--- src/hdl/stp_pkg.sv ---
// constants shared by the timer prescaler and its pin edge logic
package stp_pkg;
	localparam int unsigned ADDR_W = 12;
	localparam int unsigned DATA_W = 32;
	// printed offsets are word indices; byte address is four times
	localparam logic [7:0] GTC_IDX = 8'h23;
	localparam logic [7:0] SEL0_IDX = 8'h24;
	localparam logic [7:0] SEL1_IDX = 8'h25;
	localparam logic [7:0] CNT_IDX = 8'h26;
	localparam logic [ADDR_W-1:0] GTC_ADDR = {2'h0, GTC_IDX, 2'h0};
	localparam logic [ADDR_W-1:0] SEL0_ADDR = {2'h0, SEL0_IDX, 2'h0};
	localparam logic [ADDR_W-1:0] SEL1_ADDR = {2'h0, SEL1_IDX, 2'h0};
	localparam logic [ADDR_W-1:0] CNT_ADDR = {2'h0, CNT_IDX, 2'h0};
	localparam int unsigned HOLD_BIT = 7;
	localparam int unsigned ASY_BIT = 1;
	localparam int unsigned SYN_BIT = 0;
	localparam logic [7:0] GTC_RESET = 8'h00;
	localparam logic [2:0] SEL_RESET = 3'h0;
	localparam int unsigned PRE_WIDTH = 10;
	localparam int unsigned DIV8_BITS = 3;
	localparam int unsigned DIV64_BITS = 6;
	localparam int unsigned DIV256_BITS = 8;
	localparam int unsigned DIV1024_BITS = 10;
	typedef enum logic [2:0] {
		CS_STOP = 3'h0,
		CS_DIV1 = 3'h1,
		CS_DIV8 = 3'h2,
		CS_DIV64 = 3'h3,
		CS_DIV256 = 3'h4,
		CS_DIV1024 = 3'h5,
		CS_EXT_FALL = 3'h6,
		CS_EXT_RISE = 3'h7
	} stp_csel_type;
endpackage

--- src/hdl/stp_pin_edge.sv ---
// external count pin synchroniser and edge detector
`timescale 1ns/1ps
`default_nettype none
module stp_pin_edge
	import stp_pkg::*;
(
	input wire logic pclk,
	input wire logic presetn,
	input wire logic count_pin,
	output logic rise,
	output logic fall
);
	typedef struct packed {
		logic sync;
		logic prev;
	} stp_edge_type;

	logic half_q;
	stp_edge_type s_reg;
	stp_edge_type s_next;

	// falling-edge stage acts as the latch open while the clock is high
	always_ff @(negedge pclk or negedge presetn) begin
		if (!presetn) begin
			half_q <= 1'b0;
		end else begin
			half_q <= count_pin;
		end
	end

	always_comb begin
		s_next = s_reg;
		s_next.sync = half_q;
		s_next.prev = s_reg.sync;
	end

	always_ff @(posedge pclk or negedge presetn) begin
		if (!presetn) begin
			s_reg <= '0;
		end else begin
			s_reg <= s_next;
		end
	end

	// edges are decoded from settled stages only; the owner registers them
	assign rise = s_reg.sync & ~s_reg.prev;
	assign fall = ~s_reg.sync & s_reg.prev;
endmodule // stp_pin_edge
`default_nettype wire

--- src/hdl/stp_top.sv ---
// shared timer prescaler with external count inputs and apb registers
//
// The APB register port was decided locally.
`timescale 1ns/1ps
`default_nettype none
module stp_top
	import stp_pkg::*;
#(
	parameter int unsigned TIMERS = 2
) (
	input wire logic pclk,
	input wire logic presetn,
	input wire logic psel,
	input wire logic penable,
	input wire logic pwrite,
	input wire logic [ADDR_W-1:0] paddr,
	input wire logic [DATA_W-1:0] pwdata,
	output logic [DATA_W-1:0] prdata,
	output logic pready,
	output logic pslverr,
	input wire logic [TIMERS-1:0] external_count_pin,
	output logic [TIMERS-1:0] timer_count_tick,
	output logic sync_hold_mode,
	output logic async_prescaler_reset,
	output logic sync_prescaler_reset
);
	typedef struct packed {
		logic hold;
		logic asy;
		logic syn;
		logic [TIMERS-1:0][2:0] sel;
		logic [PRE_WIDTH-1:0] cnt;
		logic [TIMERS-1:0] tick;
		logic [DATA_W-1:0] rdata;
		logic err;
	} stp_state_type;

	stp_state_type s_reg;
	stp_state_type s_next;
	logic [TIMERS-1:0] rise;
	logic [TIMERS-1:0] fall;
	logic [3:0] tap;
	logic setup;
	logic access;
	logic hit_gtc;
	logic hit_sel0;
	logic hit_sel1;
	logic hit_cnt;
	logic hit_any;
	logic gtc_wr;
	logic [7:0] gtc_view;

	genvar gi;
	generate
		for (gi = 0; gi < TIMERS; gi++) begin : g_pin
			stp_pin_edge u_edge (
				.pclk(pclk),
				.presetn(presetn),
				.count_pin(external_count_pin[gi]),
				.rise(rise[gi]),
				.fall(fall[gi])
			);
		end
	endgenerate

	assign setup = psel & ~penable;
	assign access = psel & penable;
	assign hit_gtc = paddr == GTC_ADDR;
	assign hit_sel0 = paddr == SEL0_ADDR;
	assign hit_sel1 = paddr == SEL1_ADDR;
	assign hit_cnt = paddr == CNT_ADDR;
	assign hit_any = hit_gtc | hit_sel0 | hit_sel1 | hit_cnt;
	assign gtc_wr = access & pwrite & hit_gtc;

	// reserved bits 6..2 are tied low in the view
	always_comb begin
		gtc_view = GTC_RESET;
		gtc_view[HOLD_BIT] = s_reg.hold;
		gtc_view[ASY_BIT] = s_reg.asy;
		gtc_view[SYN_BIT] = s_reg.syn;
	end

	// one-cycle enables; none while the divider is held in reset
	always_comb begin
		tap[0] = ~s_reg.syn & (&s_reg.cnt[DIV8_BITS-1:0]);
		tap[1] = ~s_reg.syn & (&s_reg.cnt[DIV64_BITS-1:0]);
		tap[2] = ~s_reg.syn & (&s_reg.cnt[DIV256_BITS-1:0]);
		tap[3] = ~s_reg.syn & (&s_reg.cnt[DIV1024_BITS-1:0]);
	end

	always_comb begin
		s_next = s_reg;

		// divider never looks at any select, so picking a tap
		// does not realign it
		if (s_reg.syn) begin
			s_next.cnt = '0;
		end else begin
			s_next.cnt = PRE_WIDTH'(s_reg.cnt + 1'b1);
		end

		// every timer taps the same divider through its own select
		for (int t = 0; t < TIMERS; t++) begin
			case (s_reg.sel[t])
				CS_STOP: begin
					s_next.tick[t] = 1'b0;
				end
				CS_DIV1: begin
					s_next.tick[t] = 1'b1;
				end
				CS_DIV8: begin
					s_next.tick[t] = tap[0];
				end
				CS_DIV64: begin
					s_next.tick[t] = tap[1];
				end
				CS_DIV256: begin
					s_next.tick[t] = tap[2];
				end
				CS_DIV1024: begin
					s_next.tick[t] = tap[3];
				end
				CS_EXT_FALL: begin
					s_next.tick[t] = fall[t];
				end
				CS_EXT_RISE: begin
					s_next.tick[t] = rise[t];
				end
				default: begin
					s_next.tick[t] = 1'b0;
				end
			endcase
		end

		// a software write beats the hardware self-clear
		if (gtc_wr) begin
			s_next.hold = pwdata[HOLD_BIT];
			s_next.asy = pwdata[ASY_BIT];
			s_next.syn = pwdata[SYN_BIT];
		end else if (!s_reg.hold) begin
			s_next.asy = 1'b0;
			s_next.syn = 1'b0;
		end

		if (access && pwrite && hit_sel0) begin
			s_next.sel[0] = pwdata[2:0];
		end
		if (access && pwrite && hit_sel1) begin
			s_next.sel[1] = pwdata[2:0];
		end

		// read data is captured in the setup cycle so the access
		// phase can complete with no wait state
		if (setup) begin
			s_next.err = ~hit_any;
			if (hit_gtc) begin
				s_next.rdata = {24'h000000, gtc_view};
			end else if (hit_sel0) begin
				s_next.rdata = {29'h00000000, s_reg.sel[0]};
			end else if (hit_sel1) begin
				s_next.rdata = {29'h00000000, s_reg.sel[1]};
			end else if (hit_cnt) begin
				s_next.rdata = {22'h000000, s_reg.cnt};
			end else begin
				s_next.rdata = '0;
			end
		end
	end

	always_ff @(posedge pclk or negedge presetn) begin
		if (!presetn) begin
			s_reg <= '0;
		end else begin
			s_reg <= s_next;
		end
	end

	assign prdata = s_reg.rdata;
	assign pready = 1'b1;
	assign pslverr = access & s_reg.err;
	assign timer_count_tick = s_reg.tick;
	assign sync_hold_mode = s_reg.hold;
	assign async_prescaler_reset = s_reg.asy;
	assign sync_prescaler_reset = s_reg.syn;
endmodule // stp_top
`default_nettype wire

--- config.mk ---
export PLATFORM = sky130hd
export DESIGN_NAME = stp_top
export DESIGN_NICKNAME = d
export VERILOG_FILES = /design/src/hdl/stp_pkg.sv /design/src/hdl/stp_pin_edge.sv /design/src/hdl/stp_top.sv
export SDC_FILE = /design/constraint.sdc
export NUM_CORES = 1
export LEC_CHECK = 0
export BUFFER_PORTS_ARGS = -buffer_cell sky130_fd_sc_hd__buf_4
export CAP_MARGIN = 10
export CORE_ASPECT_RATIO = 0.6
export CORE_MARGIN = 10
export CORE_UTILIZATION = 41
export CTS_CLUSTER_DIAMETER = 30
export DETAILED_ROUTE_END_ITERATION = 10
export PLACE_DENSITY_LB_ADDON = 0.08
export REMOVE_ABC_BUFFERS = 1
export SLEW_MARGIN = 20
export SYNTH_ARGS = -nofsm -noshare
export SYNTH_HDL_FRONTEND = slang
export SYNTH_HIERARCHICAL = 1
export SYNTH_SLANG_ARGS = --single-unit
export TNS_END_PERCENT = 30
--- constraint.sdc ---
create_clock -name pclk -period 4.3 [get_ports pclk]
set_input_delay 0.215 -clock pclk [delete_from_list [all_inputs] [get_ports pclk]]
set_output_delay 0.215 -clock pclk [all_outputs]
set_load 0.05 [all_outputs]
==> results.py, run 1 <==
metrics = {
    "outcome": {
        "status": "finished, final reports clean",
    },
    "detailed_routing": {
        "routed_via_density": 4.983,
        "first_pass_iters": 4,
        "m1WireLength_mm": 2.392,
        "top_layer": "met4",
        "drc_errors": 0,
        "via_count": 1435,
        "route.met2.wl_mm": 1.677,
        "wl_per_cell_um": 15.86,
        "wl_met3_um": 441,
        "wl_mm": 4.567,
        "drtAntennaViolNets": 0,
        "drt_iter0_drc": 72,
    },
    "yosys": {
        "yosys_warnings": 6,
        "synth_area_leaders": "dfrtp_1 (44%), buf_4 (13%), mux2i_1 (3.4%)",
        "ys.flop_type": "dfrtp_1",
        "synth_area_um2": 2049,
        "synth_edf_count": 0,
        "synth_area_per_cell_um2": 10.51,
        "yosys.cell_types.count": 46,
        "synth-async-reset-ratio": 1.000,
        "synth_seq_cells": 38,
        "netlist.area_leader.share": 0.4396,
        "syn_inst": 195,
        "yosysTopAreaCell": "dfrtp_1",
        "yosysSeqAreaShare": 0.4640,
    },
    "worst_setup_path": {
        "r2r_setup_slack_ns": 1.71,
        "crit_fanout": 38,
        "critPathLaunchType": "input pin",
        "cp.required_ns": 2.65,
        "worst-path-stages": 2,
        "worst_path_max_delay_cell": "dlygate4sd3_1",
        "cp_num_buf_inv": 2,
        "critical_path.top_delay_family": "buffers and inverters",
        "crit_type": "in -> async",
        "worstPathArrival_ns": 1.15,
        "slowest_delay_ns": 0.52,
        "crit_chain": "dlygate4sd3_1, buf_4",
        "cp-end-kind": "asynchronous set/reset pin",
        "r2r_cells": 0,
    },
    "power_and_ir_drop": {
        "p_per_area_nw_per_um2": 392.9,
        "p_leak_nw": 1.137,
        "ir_worst_vdd_uv": 260.5,
        "total_power_w": 0.0009311,
    },
    "flow_run": {
        "maxCapViolCount": 0,
    },
    "timing": {
        "relSlewSlack": 0.6125,
        "rsz0062_at_grt": "false",
        "setup_violations": 0,
        "worst_pin_slew_ns": 0.5813,
        "fin_skew_ns": 0.005070,
        "slew_viol_final": 0,
        "hold_viol": 0,
        "hold_ws_ns": 0.1497,
        "tns_ns": 0,
        "setup_slack_ns": 1.498,
    },
    "grt": {
        "grt_use_total": 0.1125,
        "grt_max_degree": 39,
        "grt_antenna_before_repair": 0,
        "globalRoute.totalOverflow": 0,
        "grt_first_pass_wirelength_mm": 7.590,
        "grt_pass1_vias": 1512,
    },
    "cells_and_area": {
        "layout-drive-gt1-share": 0.2489,
        "largest_reg_flops": 17,
        "final_core_util": 0.5035,
        "multi_input_area_um2": 883.3,
        "antenna_cells": 0,
        "syn_to_final_growth_pct": 15.63,
        "finalNetCount": 277,
        "seq_area_um2": 950.9,
        "fillCellCount": 445,
    },
    "clock_tree": {
        "cts_setup_buffers": 0,
        "cts_buffers": 5,
        "htreeDepth": 2,
        "root_buffer": "clkbuf_8",
        "cts_hold_buf": 1,
        "clockBufferDepth": 2,
        "cts_tree": "built",
        "clk_pin_slew_ns": 0.07,
        "cts_resized": 0,
        "clk_latency_ns": 0.29,
        "clock_sinks": 38,
    },
    "die": {
        "fp.dieH_um": 74.77,
        "start_util": 0.4354,
        "core.rowCount": 19,
        "dieArea_um2": 8319,
        "die_width_um": 111.3,
        "ioPinCount": 90,
        "coreArea_um2": 4707,
    },
    "placement": {
        "dp.final_hpwl_mm": 3.475,
        "portBuffers": 38,
        "dp_slack_ns": 1.662,
        "gp_congestion": 0.8229,
    },
    "worst_hold_path": {
        "hold_depth": 2,
        "min_path_type": "in -> reg",
    },
}
[cells in the final DEF (no fill, tap or decap), types with 2 or more instances in the layout]
cell and instances:
a211o_1 2, a211oi_1 2, a21oi_1 6, a221oi_1 2, a22o_1 6, and2b_2 2, buf_4 38, bufinv_16 2
clkbuf_8 6, conb_1 23, dfrtn_1 2, dfrtp_1 36, ha_1 2, inv_1 5, mux2_1 4, mux2i_1 7
nand2_1 13, nand3_1 5, nand4_1 2, nor2_1 11, nor2b_1 6, nor3_1 3, nor3b_2 2, nor4bb_1 2
o21ai_0 9, o22ai_1 2, or3_1 2, xnor2_1 3, xor2_1 2
[worst paths after layout]
kind                                      startpoint                   endpoint
max                                          presetn     g_pin[0].u_edge/half_q
min                                        pwdata[2]                  s_reg[50]
max reg2reg                   g_pin[1].u_edge/half_q  g_pin[1].u_edge/s_next[0]
min reg2reg                g_pin[0].u_edge/s_next[0]   g_pin[0].u_edge/s_reg[0]
max in group pclk             g_pin[1].u_edge/half_q  g_pin[1].u_edge/s_next[0]
min in group asynchronous                    presetn  g_pin[0].u_edge/s_next[0]
[final cells by class]
cell class,count,share of cell area
Clock buffer,6,0.03485
Multi-Input combinational cell,135,0.3728
Timing Repair Buffer,39,0.1246
Tap cell,63,0.03326
Inverter,5,0.007920
Clock inverter,2,0.02534
Sequential cell,38,0.4013
[routing by layer]
metal / vias to the layer above / GRT usage
li1: 678 / -
met1: 681 / 0.1529
met2: 70 / 0.1521
met3: 6 / 0.04841
met4: 0 / 0.04681
met5: - / 0
[stage by stage]
step           cell area [um2]  instances
2_1_floorplan             1853        178
3_3_place_gp              2217        279
3_5_place_dp              2217        279
4_1_cts                   2370        288
5_1_grt                   2370        288
6_report                  2370        288
[logic make-up (layout without fill, tap and decap cells)]
family | Yosys count | in the layout | synth area share
buf+inv | 43 | 52 | 0.1435
xor+xnor | 5 | 5 | 0.02137
compound gates | 35 | 35 | 0.1172
other cells | 2 | 23 | 0.003664
fa+ha+maj | 2 | 2 | 0.01221
mux | 12 | 12 | 0.06166
flops | 38 | 38 | 0.4640
simple gates | 58 | 58 | 0.1764
[cell usage after synthesis, types with 2 or more instances]
library cell,n
xnor2_1,3
nor3b_2,2
a211oi_1,2
a211o_1,2
and2b_2,2
a21oi_1,6
dfrtn_1,2
ha_1,2
nor2_1,11
nand4_1,2
nand2_1,13
o22ai_1,2
nor2b_1,6
a221oi_1,2
inv_1,5
xor2_1,2
conb_1,2
mux2_1,4
dfrtp_1,36
nand3_1,5
mux2i_1,7
clkbuf_1,2
a22o_1,6
nor4bb_1,2
or3_1,2
nor3_1,3
buf_4,35
o21ai_0,9
[power by group]
| part | internal, W | total [W] | switching [W] |
|---|---|---|---|
| clock network | 0.000247 | 0.000374 | 0.000127 |
| logic | 0.0000401 | 0.000148 | 0.000108 |
| registers | 0.000383 | 0.000409 | 0.0000264 |
| total | 0.000670 | 0.000931 | 0.000261 |
Note: power is estimated with default switching activity, not from simulation.
==> inputs of run 2 (changes only) <==
Clock period 4.3 ns to 2.6 ns, I/O delays scaled along.
==> results.py, run 2 (same netlist as run 1, synthesis figures left out) <==
metrics = {
    "outcome": {
        "status": "finished, final reports clean",
    },
    "cells_and_area": {
        "seq_area_um2": 950.9,
        "syn_to_final_growth_pct": 13.49,
        "stdcell_count": 289,
        "multi_input_area_um2": 883.3,
        "antenna_cells": 0,
        "final_core_util": 0.4942,
        "fillCellCount": 445,
        "largest_reg_flops": 17,
        "final_common_cell": "buf_4",
        "mostFrequentLayoutCells": "buf_4 (39), dfrtp_1 (36), conb_1 (23)",
        "finalNetCount": 278,
        "layout-drive-gt1-share": 0.2478,
    },
    "detailed_routing": {
        "route.met2.wl_mm": 1.782,
        "via_count": 1471,
        "m1WireLength_mm": 2.398,
        "wl_per_cell_um": 16.26,
        "first_pass_iters": 4,
        "wl_mm": 4.700,
        "drt_iter0_drc": 89,
        "wl_met3_um": 486,
        "drc_errors": 0,
        "drtAntennaViolNets": 0,
        "routed_via_density": 5.090,
        "top_layer": "met4",
    },
    "grt": {
        "grt_first_pass_wirelength_mm": 7.424,
        "grt_pass1_vias": 1473,
        "grt_use_total": 0.1095,
        "grt_antenna_before_repair": 0,
        "grt_max_degree": 25,
        "globalRoute.totalOverflow": 0,
    },
    "worst_setup_path": {
        "crit_type": "reg -> reg",
        "r2r_setup_slack_ns": 0.86,
        "worst-path-stages": 0,
        "worstPathArrival_ns": 1.97,
        "cp.required_ns": 2.82,
        "r2r-start": "g_pin[0].u_edge/half_q",
        "r2r_cells": 0,
        "cp-end-kind": "flop",
        "worst_setup_path_startpoint": "g_pin[0].u_edge/half_q",
        "critPathLaunchType": "flop",
        "crit_fanout": 1,
        "endpoint": "g_pin[0].u_edge/s_next[0]",
        "regToRegEndpoint": "g_pin[0].u_edge/s_next[0]",
    },
    "placement": {
        "dp.final_hpwl_mm": 3.696,
        "dp_slack_ns": 0.8697,
        "gp_congestion": 0.8625,
        "portBuffers": 38,
        "dpl.cell_count": 280,
    },
    "clock_tree": {
        "clockBufferDepth": 2,
        "cts_resized": 0,
        "clock_sinks": 38,
        "cts_tree": "built",
        "clk_latency_ns": 0.29,
        "clk_pin_slew_ns": 0.08,
        "cts_buffers": 5,
        "root_buffer": "clkbuf_8",
        "cts_setup_buffers": 0,
        "htreeDepth": 2,
    },
    "die": {
        "ioPinCount": 90,
        "die_width_um": 111.3,
        "start_util": 0.4354,
        "dieArea_um2": 8319,
        "core.rowCount": 19,
        "fp.dieH_um": 74.77,
        "coreArea_um2": 4707,
    },
    "power_and_ir_drop": {
        "p_seq_frac": 0.507,
        "power.switching_w": 0.0004193,
        "pwr-share-clk": 0.308,
        "p_per_area_nw_per_um2": 573.4,
        "power_frac_comb": 0.185,
        "ir_worst_vdd_uv": 304.3,
        "switching_share": 0.3144,
        "p_leak_nw": 1.119,
        "power.internal_w": 0.0009144,
    },
    "timing": {
        "tns_ns": 0,
        "setup_slack_ns": 0.8564,
        "slew_viol_final": 0,
        "hold_ws_ns": 0.06467,
        "fin_skew_ns": 0.008804,
        "relSlewSlack": 0.6037,
        "setup_violations": 0,
        "hold_viol": 0,
        "rsz0062_at_grt": "false",
        "worst_pin_slew_ns": 0.5944,
    },
    "worst_hold_path": {
        "min_path_type": "in -> reg",
        "min_from": "pwdata[2]",
    },
    "flow_run": {
        "maxCapViolCount": 0,
    },
}
-- run 2: power groups by stage --
| stage | clock network (W) | registers, W | logic [W] |
|---|---|---|---|
| after floorplan | 0 | 0.000709 | 0.000133 |
| after global placement | 0 | 0.000687 | 0.000240 |
| after detailed placement | 0 | 0.000688 | 0.000245 |
| after CTS | 0.000426 | 0.000676 | 0.000247 |
| after global routing | 0.000452 | 0.000683 | 0.000266 |
| final | 0.000411 | 0.000677 | 0.000246 |
-- run 2: worst min-delay path by stage --
stage,endpoint,slack (ns),cells after the start
final,s_reg[47],0.06,2
after global routing,s_reg[50],0.06,2
after CTS,s_reg[47],0.06,2
after detailed placement,g_pin[1].u_edge/s_reg[0],0.0002,1
after global placement,g_pin[1].u_edge/s_next[0],-0.004,1
after floorplan,async_prescaler_reset,-0.17,0
-- run 2: routing by layer --
metal  global-route usage  vias up
met5                    0        -
met4              0.03121        0
met1               0.1491      708
li1                     -      684
met2               0.1515       74
met3              0.05000        5
-- run 2: cell type report --
cell class | count | area share
clock buffer | 7 | 0.03712
clock inverter | 1 | 0.002152
inverter | 5 | 0.008069
multi-input combinational | 135 | 0.3798
sequential | 38 | 0.4088
tap | 63 | 0.03389
timing repair buffer | 40 | 0.1302
-- run 2: per-stage QoR --
stage / area, um2 / total power, W
after floorplan: 1853 / 0.0008420
final: 2326 / 0.001334
after detailed placement: 2225 / 0.0009327
after CTS: 2326 / 0.001349
after global placement: 2225 / 0.0009271
after global routing: 2326 / 0.001402
-- run 2: timing repair --
item / 4_1_cts / 5_1_grt
setup endpoints to repair: 0 / 0
hold buffers: 1 / 0
endpoints found under the hold margin: 12 / 0
